File: src/verilog/gpei_map.svh
// Register indices, field positions, reset values and pin masks of the GPIO block
`ifndef GPEI_MAP_SVH
`define GPEI_MAP_SVH

// ****************************************************************
// Register indices (byte address is four times the index)
// ****************************************************************
`define GPEI_IDX_PC_DATA      10'h000
`define GPEI_IDX_PC_DIR       10'h001
`define GPEI_IDX_PC_OPT       10'h002
`define GPEI_IDX_PB_DATA      10'h004
`define GPEI_IDX_PB_DIR       10'h005
`define GPEI_IDX_PB_OPT       10'h006
`define GPEI_IDX_PA_DATA      10'h008
`define GPEI_IDX_PA_DIR       10'h009
`define GPEI_IDX_PA_OPT       10'h00a
`define GPEI_IDX_MISC1        10'h00c

// ****************************************************************
// Port placement in the flat 24-bit pin vectors
// ****************************************************************
`define GPEI_PA_LSB           0
`define GPEI_PB_LSB           8
`define GPEI_PC_LSB           16
`define GPEI_NPINS            24

// ****************************************************************
// Pin masks
// ****************************************************************
`define GPEI_PIN_IMPL         24'h3fffff
`define GPEI_OPT_IMPL         24'h3fffff
`define GPEI_TOD_PINS         24'h000050
`define GPEI_EI0_FIXED        24'h0000ff
`define GPEI_EI1_FIXED        24'h00ff00
`define GPEI_PC_PINS          24'hff0000

// ****************************************************************
// Miscellaneous register fields and reset values
// ****************************************************************
`define GPEI_IS0_LSB          3
`define GPEI_IS1_LSB          6
`define GPEI_SENS_MASK        8'hd8
`define GPEI_PORT_RST         24'h000000
`define GPEI_MISC_RST         8'h00

`endif

File: src/verilog/gpei_pkg.sv
// Types shared by the GPIO block modules
`default_nettype none
package gpei_pkg;

    // Interrupt sensitivity encodings
    typedef enum logic [1:0] {
        GPEI_SENS_FALL_LOW = 2'b00,
        GPEI_SENS_RISE     = 2'b01,
        GPEI_SENS_FALL     = 2'b10,
        GPEI_SENS_BOTH     = 2'b11
    } gpei_sens_t;

    // Whole state of the top module
    typedef struct packed {
        logic [23:0] data;
        logic [23:0] dir;
        logic [23:0] opt;
        logic [7:0]  misc;
        logic [23:0] sync1;
        logic [23:0] sync2;
        logic        grp;
        logic [31:0] prdata;
        logic        rdy;
        logic        slverr;
    } gpei_top_t;

    // Whole state of one interrupt detector
    typedef struct packed {
        logic prev;
        logic pend;
    } gpei_det_t;

endpackage
`default_nettype wire

File: src/verilog/gpei_irq_if.sv
// Carrier between the port logic and one external interrupt detector
`timescale 1ns/1ps
`default_nettype none
interface gpei_irq_if;
    logic                lvl;
    gpei_pkg::gpei_sens_t sens;
    logic                clr;
    logic                ack;
    logic                req;

    modport det (
        input  lvl,
        input  sens,
        input  clr,
        input  ack,
        output req
    );

    modport ctl (
        output lvl,
        output sens,
        output clr,
        output ack,
        input  req
    );
endinterface
`default_nettype wire

File: src/verilog/gpei_irq_det.sv
// Edge and level detector with request latch for one external interrupt vector
`timescale 1ns/1ps
`default_nettype none
module gpei_irq_det (
    input  wire logic clk_i,
    input  wire logic rst_b_i,
    gpei_irq_if.det   irq
);

    gpei_pkg::gpei_det_t s_r;
    gpei_pkg::gpei_det_t s_nxt;
    logic                fall;
    logic                rise;
    logic                hit;

    // ****************************************************************
    // Event detection
    // ****************************************************************
    always_comb begin
        fall = s_r.prev & ~irq.lvl;
        rise = ~s_r.prev & irq.lvl;
        case (irq.sens)
            gpei_pkg::GPEI_SENS_FALL_LOW: hit = fall;
            gpei_pkg::GPEI_SENS_RISE:     hit = rise;
            gpei_pkg::GPEI_SENS_FALL:     hit = fall;
            gpei_pkg::GPEI_SENS_BOTH:     hit = fall | rise;
            default:                      hit = 1'b0;
        endcase
        s_nxt      = s_r;
        s_nxt.prev = irq.lvl;
        // New event beats a fetch or sensitivity clear in the same cycle
        s_nxt.pend = hit | (s_r.pend & ~(irq.clr | irq.ack));
    end

    always_ff @(posedge clk_i or negedge rst_b_i) begin
        if (!rst_b_i) begin
            s_r <= '{prev: 1'b1, pend: 1'b0};
        end else begin
            s_r <= s_nxt;
        end
    end

    // Low level keeps the request up in falling-edge-and-low mode
    assign irq.req = s_r.pend |
                     ((irq.sens == gpei_pkg::GPEI_SENS_FALL_LOW) & ~irq.lvl);

endmodule
`default_nettype wire

File: src/verilog/gpei_top.sv
// Three GPIO ports (8, 8 and 6 pins) with APB registers and two external interrupt vectors
`include "gpei_map.svh"
`timescale 1ns/1ps
`default_nettype none
module gpei_top (
    input  wire logic        clk_i,
    input  wire logic        rst_b_i,
    input  wire logic        psel_i,
    input  wire logic        penable_i,
    input  wire logic        pwrite_i,
    input  wire logic [11:0] paddr_i,
    input  wire logic [31:0] pwdata_i,
    input  wire logic [3:0]  pstrb_i,
    output logic      [31:0] prdata_o,
    output logic             pready_o,
    output logic             pslverr_o,
    input  wire logic [23:0] pad_in_i,
    output logic      [23:0] pad_out_o,
    output logic      [23:0] pad_oe_o,
    output logic      [23:0] pad_pullup_o,
    input  wire logic [23:0] af_out_en_i,
    input  wire logic [23:0] af_out_i,
    output logic      [23:0] af_in_o,
    input  wire logic        irq_mask_i,
    input  wire logic        irq_source_group_option_i,
    input  wire logic [1:0]  vector_fetch_i,
    output logic      [1:0]  irq_o,
    input  wire logic        core_sleep_i,
    input  wire logic        core_stop_i,
    output logic             wake_o,
    output logic      [7:0]  misc_control_one_o
);

    // ****************************************************************
    // State and helper nets
    // ****************************************************************
    gpei_pkg::gpei_top_t s_r;
    gpei_pkg::gpei_top_t s_nxt;

    logic [23:0] pin_rd;
    logic [23:0] irq_en;
    logic [23:0] opt_eff;
    logic [23:0] ei0_members;
    logic [23:0] ei1_members;
    logic [1:0]  sens_clr;
    logic [1:0]  det_req;
    logic        acc;
    logic        wr_done;
    logic [9:0]  idx;
    logic [7:0]  wbyte;
    logic [7:0]  misc_w;
    logic [31:0] rdata;
    logic        mapped;

    gpei_irq_if irq_bus [2] ();

    assign acc     = psel_i & penable_i;
    assign wr_done = acc & s_r.rdy & pwrite_i & pstrb_i[0];
    assign idx     = paddr_i[11:2];
    assign wbyte   = pwdata_i[7:0];

    // ****************************************************************
    // Per-pin configuration decode
    // ****************************************************************
    assign opt_eff = s_r.opt & `GPEI_OPT_IMPL;

    localparam logic [23:0] PIN_IMPL = `GPEI_PIN_IMPL;
    localparam logic [23:0] TOD_PINS = `GPEI_TOD_PINS;

    genvar gi;
    generate
        for (gi = 0; gi < `GPEI_NPINS; gi = gi + 1) begin : g_pin
            logic impl;
            logic tod;
            logic dir;
            logic opt;
            logic afo;
            logic push;

            assign impl = PIN_IMPL[gi];
            assign tod  = TOD_PINS[gi];
            assign dir  = s_r.dir[gi];
            assign opt  = opt_eff[gi];
            assign afo  = af_out_en_i[gi] & impl;
            // True open drain pins never drive high unless the alternate output owns them
            assign push = dir & opt & ~tod;

            // Alternate output takes priority over port programming
            always_comb begin
                if (afo) begin
                    pad_out_o[gi] = af_out_i[gi];
                    pad_oe_o[gi]  = 1'b1;
                end else begin
                    pad_out_o[gi] = s_r.data[gi];
                    // Open drain releases the pin on a one
                    pad_oe_o[gi]  = impl & dir & (push | ~s_r.data[gi]);
                end
            end

            // Pull-up only on standard pins in pull-up input mode
            assign pad_pullup_o[gi] = impl & ~afo & ~dir & opt & ~tod;

            // Interrupt input: direction zero, option one
            assign irq_en[gi] = impl & ~afo & ~dir & opt;

            // Data register read-back
            always_comb begin
                if (!impl) begin
                    pin_rd[gi] = 1'b0;
                end else if (!dir && afo) begin
                    pin_rd[gi] = af_out_i[gi];
                end else if (dir) begin
                    pin_rd[gi] = s_r.data[gi];
                end else begin
                    pin_rd[gi] = s_r.sync2[gi];
                end
            end

            // Alternate input sees the latch when the pin is an output
            assign af_in_o[gi] = dir ? s_r.data[gi] : s_r.sync2[gi];
        end
    endgenerate

    // ****************************************************************
    // Interrupt source grouping and combination
    // ****************************************************************
    always_comb begin
        // Port C joins vector one unless the strap moves it to vector zero
        if (s_r.grp) begin
            ei0_members = `GPEI_EI0_FIXED | `GPEI_PC_PINS;
            ei1_members = `GPEI_EI1_FIXED;
        end else begin
            ei0_members = `GPEI_EI0_FIXED;
            ei1_members = `GPEI_EI1_FIXED | `GPEI_PC_PINS;
        end
    end

    // Shared vector: one enabled pin held low masks the others
    assign irq_bus[0].lvl = &(~(irq_en & ei0_members) | s_r.sync2);
    assign irq_bus[1].lvl = &(~(irq_en & ei1_members) | s_r.sync2);
    assign irq_bus[0].sens = gpei_pkg::gpei_sens_t'(s_r.misc[`GPEI_IS0_LSB +: 2]);
    assign irq_bus[1].sens = gpei_pkg::gpei_sens_t'(s_r.misc[`GPEI_IS1_LSB +: 2]);

    genvar gv;
    generate
        for (gv = 0; gv < 2; gv = gv + 1) begin : g_vec
            assign irq_bus[gv].clr = sens_clr[gv];
            assign irq_bus[gv].ack = vector_fetch_i[gv];
            assign det_req[gv]     = irq_bus[gv].req;

            gpei_irq_det u_det (
                .clk_i   (clk_i),
                .rst_b_i (rst_b_i),
                .irq     (irq_bus[gv])
            );
        end
    endgenerate

    // Requests reach the core only while it is unmasked
    assign irq_o = det_req & {2{~irq_mask_i}};

    // Pin configuration ignores sleep and stop; a request ends either
    assign wake_o = (core_sleep_i | core_stop_i) & (|det_req);

    // ****************************************************************
    // Sensitivity write protection and pending clear
    // ****************************************************************
    always_comb begin
        if (irq_mask_i) begin
            misc_w = wbyte;
        end else begin
            // Sensitivity fields hold while the core is unmasked
            misc_w = (wbyte & ~`GPEI_SENS_MASK) | (s_r.misc & `GPEI_SENS_MASK);
        end
        sens_clr = 2'b00;
        if (wr_done && idx == `GPEI_IDX_MISC1) begin
            sens_clr[0] = misc_w[`GPEI_IS0_LSB +: 2] != s_r.misc[`GPEI_IS0_LSB +: 2];
            sens_clr[1] = misc_w[`GPEI_IS1_LSB +: 2] != s_r.misc[`GPEI_IS1_LSB +: 2];
        end
    end

    // ****************************************************************
    // Register read decode
    // ****************************************************************
    always_comb begin
        rdata  = 32'h0000_0000;
        mapped = 1'b1;
        case (idx)
            `GPEI_IDX_PC_DATA: rdata[7:0] = pin_rd[`GPEI_PC_LSB +: 8];
            `GPEI_IDX_PC_DIR:  rdata[7:0] = s_r.dir[`GPEI_PC_LSB +: 8];
            `GPEI_IDX_PC_OPT:  rdata[7:0] = s_r.opt[`GPEI_PC_LSB +: 8];
            `GPEI_IDX_PB_DATA: rdata[7:0] = pin_rd[`GPEI_PB_LSB +: 8];
            `GPEI_IDX_PB_DIR:  rdata[7:0] = s_r.dir[`GPEI_PB_LSB +: 8];
            `GPEI_IDX_PB_OPT:  rdata[7:0] = s_r.opt[`GPEI_PB_LSB +: 8];
            `GPEI_IDX_PA_DATA: rdata[7:0] = pin_rd[`GPEI_PA_LSB +: 8];
            `GPEI_IDX_PA_DIR:  rdata[7:0] = s_r.dir[`GPEI_PA_LSB +: 8];
            `GPEI_IDX_PA_OPT:  rdata[7:0] = s_r.opt[`GPEI_PA_LSB +: 8];
            `GPEI_IDX_MISC1:   rdata[7:0] = s_r.misc;
            default:           mapped = 1'b0;
        endcase
    end

    // ****************************************************************
    // Next state
    // ****************************************************************
    always_comb begin
        s_nxt       = s_r;
        s_nxt.sync1 = pad_in_i;
        s_nxt.sync2 = s_r.sync1;
        s_nxt.grp   = irq_source_group_option_i;

        // One wait state: answer on the second access cycle
        s_nxt.rdy = acc & ~s_r.rdy;
        if (acc && !s_r.rdy) begin
            s_nxt.prdata = pwrite_i ? 32'h0000_0000 : rdata;
            s_nxt.slverr = ~mapped;
        end else begin
            s_nxt.slverr = 1'b0;
        end

        if (wr_done) begin
            case (idx)
                `GPEI_IDX_PC_DATA: s_nxt.data[`GPEI_PC_LSB +: 8] = wbyte;
                `GPEI_IDX_PC_DIR:  s_nxt.dir[`GPEI_PC_LSB +: 8]  = wbyte;
                `GPEI_IDX_PC_OPT:  s_nxt.opt[`GPEI_PC_LSB +: 8]  = wbyte;
                `GPEI_IDX_PB_DATA: s_nxt.data[`GPEI_PB_LSB +: 8] = wbyte;
                `GPEI_IDX_PB_DIR:  s_nxt.dir[`GPEI_PB_LSB +: 8]  = wbyte;
                `GPEI_IDX_PB_OPT:  s_nxt.opt[`GPEI_PB_LSB +: 8]  = wbyte;
                `GPEI_IDX_PA_DATA: s_nxt.data[`GPEI_PA_LSB +: 8] = wbyte;
                `GPEI_IDX_PA_DIR:  s_nxt.dir[`GPEI_PA_LSB +: 8]  = wbyte;
                `GPEI_IDX_PA_OPT:  s_nxt.opt[`GPEI_PA_LSB +: 8]  = wbyte;
                `GPEI_IDX_MISC1:   s_nxt.misc = misc_w;
                default:           s_nxt.misc = s_r.misc;
            endcase
        end
    end

    // ****************************************************************
    // State register
    // ****************************************************************
    always_ff @(posedge clk_i or negedge rst_b_i) begin
        if (!rst_b_i) begin
            s_r.data   <= `GPEI_PORT_RST;
            s_r.dir    <= `GPEI_PORT_RST;
            s_r.opt    <= `GPEI_PORT_RST;
            s_r.misc   <= `GPEI_MISC_RST;
            s_r.sync1  <= 24'h000000;
            s_r.sync2  <= 24'h000000;
            s_r.grp    <= 1'b0;
            s_r.prdata <= 32'h0000_0000;
            s_r.rdy    <= 1'b0;
            s_r.slverr <= 1'b0;
        end else begin
            s_r <= s_nxt;
        end
    end

    // ****************************************************************
    // Outputs
    // ****************************************************************
    assign prdata_o           = s_r.prdata;
    assign pready_o           = s_r.rdy;
    assign pslverr_o          = s_r.slverr;
    assign misc_control_one_o = s_r.misc;

endmodule
`default_nettype wire

File: config.mk
export PLATFORM = sky130hd
export DESIGN_NAME = gpei_top
export DESIGN_NICKNAME = d
export VERILOG_FILES = /design/src/verilog/gpei_pkg.sv /design/src/verilog/gpei_irq_if.sv /design/src/verilog/gpei_irq_det.sv /design/src/verilog/gpei_top.sv
export VERILOG_INCLUDE_DIRS = /design/src /design/src/verilog
export SDC_FILE = /design/constraint.sdc
export NUM_CORES = 1
export LEC_CHECK = 0
export BUFFER_PORTS_ARGS = -buffer_cell sky130_fd_sc_hd__buf_2
export CAP_MARGIN = 20
export CORE_MARGIN = 2
export CORE_UTILIZATION = 51
export CTS_CLUSTER_DIAMETER = 30
export CTS_CLUSTER_SIZE = 16
export DETAILED_ROUTE_END_ITERATION = 16
export GPL_ROUTABILITY_DRIVEN = 0
export PLACE_DENSITY = 0.92
export RECOVER_POWER = 25
export SKIP_LAST_GASP = 1
export SLEW_MARGIN = 30
export SYNTH_ARGS = -nofsm -noshare
export SYNTH_HDL_FRONTEND = slang
export SYNTH_HIERARCHICAL = 1
export SYNTH_SLANG_ARGS = --single-unit
File: constraint.sdc
create_clock -name clk_i -period 2.85 [get_ports clk_i]
set_input_delay 0.1425 -clock clk_i [delete_from_list [all_inputs] [get_ports clk_i]]
set_output_delay 0.1425 -clock clk_i [all_outputs]
set_load 0.03 [all_outputs]
==> qor.yml <==
timing:
  rsz0062_at_grt: "yes"
  finalCritPeriodShare_pct: 96.6
  final_hold_viol_count: 0
  max_freq_mhz: 363
  setup_viol: 0
  fin_worst_skew_ps: 6.36
  setup-tns-final_ps: 0
  slew_viol_final: 83
  relSlewSlack_pct: -40.4
  max_slew.worst_pin.slew_ps: 2110
  period_minus_slack_ps: 2750
placement:
  io_buffers: 208
  hpwl_mm: 16.4
  place_area_um2: 8950
detailed_routing:
  routedWlPerCell_um: 20.3
  drc_errors: 0
  postRouteAntennaNets: 0
  vias: 6550
  drtIter0Drc: 538
  wl_mm: 22.9
  firstDrtPassIters: 5
  viasPerCell: 5.81
synthesis:
  synth_cell_type_count: 61
  synth_edf_count: 0
  synthCells: 687
  yosysTopAreaCell: "dfrtp_1"
  syn_area_um2: 7850
  yosys-top-cells-area: "dfrtp_1 (45%), mux2_2 (18%), buf_4 (4.7%), nand2b_1 (3.2%), a21o_1 (2.2%)"
  synthFlopType: "dfrtp_1"
  yosysSeqAreaShare_pct: 45.6
  synth-async-reset-ratio_pct: 100
  synth_top_area_share_pct: 44.9
  avgSynthCellArea_um2: 11.4
  synth_most_common_cell: "dfrtp_1"
  ys_seq_elements: 143
  synth_common_cells: "dfrtp_1 (141), mux2_2 (126), buf_4 (49), nand2b_1 (40), nand2_1 (33)"
  yosys_warnings: 6
critical_path:
  r2r_end: "g_vec[1].u_det/s_r[0]"
  crit_chain: "nor3b_1 > nor2b_1 > a2111oi_2 > buf_4 > a21oi_2 > nor4_2 > buf_4 > nor3_1 > or2_4 > o22a_1 > buf_6"
  startpoint: "g_pin[17].opt"
  cp-end-kind: "primary output"
  arrival_ps: 2610
  start_kind: "flip-flop"
  crit_required_ps: 2710
  r2r_setup_slack_ps: 500
  cp_max_fo: 2
  crit_family: "simple AND/OR/NAND/NOR gates"
  critical-path-max-stage-delay_ps: 380
  critPathCapture: "wake_o"
  r2r-start: "g_pin[19].dir"
  worstSetupPathDepth: 11
  critical_path_class: "reg -> out"
  worstRegToRegCells: 12
  cp_common_cell: "buf_4"
  critPathBufInv: 3
  critPathSlowestCell: "dfrtp_1"
global_routing:
  antenna_found_initial: 0
  grt-ovfl-total: 0
  grt_pass1_vias: 6369
  grt_max_degree: 84
  grt_pass1_wl_mm: 34.8
  grt.total_usage_pct: 28.0
finish:
  nets: 1061
  post-route-cell-area_um2: 9930
  layout-drive-gt1-share_pct: 45.2
  areaGrowthSynthToFinish_pct: 26.5
  diodes: 0
clock_network:
  numCtsBuffers: 17
  cts.path.max_buffers: 2
  htree_num_levels: 4
  cts.sinks: 143
  cts_tree: "done"
  cts_root_buf: "clkbuf_16"
  clk-insertion-delay-late_ps: 430
  clkTransAtPathRegs_ps: 60
die:
  core_area_um2: 15100
  start_util_pct: 51.8
  die_area_um2: 16400
  die_w_um: 128
  row_count: 45
  pin_count: 272
  chipHeight_um: 128
power_and_ir_drop:
  peakVddDrop_uv: 339
  powerDensity_nw_per_um2: 519
  power_leakage_nw: 4.99
outcome:
  outcome: "complete, but fails checks"
  violations: "max-capacitance violations, max-slew violations"
run:
  drv_cap: 1
min_path:
  min_path_type: "in -> reg"
## metrics by stage
stage | hold WS, ps | power [mW] | worst slack [ps] | utilization, % | cells
3_5_place_dp | 245 | 2.68 | 298 | 59.1 | 1065
6_report | 39.8 | 5.16 | 97.3 | 65.6 | 1127
4_1_cts | 28.4 | 5.17 | -57.6 | 65.5 | 1127
3_3_place_gp | 243 | 2.67 | 354 | 59.1 | 1065
2_1_floorplan | -153 | 2.47 | 230 | - | 716
5_1_grt | 41.5 | 5.30 | -8.54 | 65.6 | 1127
## repair_timing
action,CTS,global route
gates resized for setup,7,6
endpoints found under the setup margin,3,3
buffers inserted,4,0
pin swaps,3,2
endpoints found under the hold margin,104,0
hold buffers,26,0
## cells by family (layout without fill, tap and decap cells)
| logic type | after synthesis | after routing | synth area share (%) |
|---|---|---|---|
| AOI/OAI and AO/OA | 132 | 132 | 11.9 |
| xor gates and xnor gates | 4 | 4 | 0.446 |
| adders and majority gates | 4 | 4 | 0.637 |
| buffers and inverters | 94 | 317 | 7.17 |
| DFF | 143 | 143 | 45.6 |
| muxes | 133 | 133 | 19.0 |
| other | 1 | 30 | 0.0478 |
| and+or+nand+nor | 176 | 176 | 15.3 |
## worst register-to-register path: stages (launching register included)
cell	delay, ps
dfrtp_2	450
nor3b_1	240
nor2b_1	210
a2111oi_2	60
buf_4	160
a21oi_2	170
nor4_2	50
buf_4	150
buf_4	140
ha_1	260
nand2b_1	140
a31oi_1	160
a21o_1	100
## layer usage
layer | global-route usage, % | vias to the layer above | routed length, µm
li1 | - | 2915 | -
met5 | 0 | - | 0
met2 | 48.1 | 350 | 11500
met4 | 11.1 | 0 | 715
met3 | 4.97 | 61 | 1730
met1 | 35.4 | 3224 | 8920
## sequential cells by signal (all words and copies together), names as in the netlist
register / cells
s_nxt: 24
g_pin.dir: 24
prdata_o: 8
g_vec.u_det/s_r: 4
g_pin.opt: 22
pslverr_o: 1
s_r: 49
pready_o: 1
misc_control_one_o: 8
pad_out_o: 2
## area by class of cell
type / count / area [µm²]
Clock buffer: 21 / 470
Clock inverter: 11 / 186
Fill cell: 1112 / 5210
Inverter: 26 / 97.6
Multi-Input combinational cell: 479 / 3850
Sequential cell: 143 / 3580
Tap cell: 188 / 235
Timing Repair Buffer: 259 / 1510
## power breakdown
part           internal (mW)  switching, mW  total [mW]
Clock                   1.62          0.856        2.47
Combinational          0.198          0.399       0.597
Sequential              2.07         0.0165        2.09
Total                   3.88           1.27        5.16
## layout by cell type, fill, tap and decap left out, types with 4 or more instances in the layout
cell	instances
ha_1	4
a2111oi_0	4
bufinv_16	5
a21oi_1	9
clkbuf_16	17
nor3_1	8
a211oi_1	9
nand3_1	10
or3b_2	4
buf_4	24
nor2_1	10
dlygate4sd3_1	26
o21ai_0	27
inv_1	26
dfrtp_1	139
nor2b_1	13
nand2_1	33
a21o_1	23
a22oi_1	8
nor4_4	5
nand4_1	5
buf_2	206
mux2_2	126
clkinv_2	4
nand2b_1	40
conb_1	30
a22o_1	6
nor3b_1	20
mux2i_1	7
o21a_1	4
xnor2_1	4
nor3_4	7
o211ai_1	12
## worst min path at each step
stage | from | to | slack (ps) | cells past startpoint
global placement | rst_b_i | s_nxt[53] | 240 | 1
finish | vector_fetch_i[1] | g_vec[1].u_det/s_r[0] | 40 | 3
detailed placement | rst_b_i | s_nxt[53] | 250 | 1
global route | vector_fetch_i[1] | g_vec[1].u_det/s_r[0] | 40 | 3
floorplan | rst_b_i | g_pin[0].dir | -150 | 0
CTS | vector_fetch_i[1] | g_vec[1].u_det/s_r[0] | 30 | 3
(Power assumes the default switching activity.)
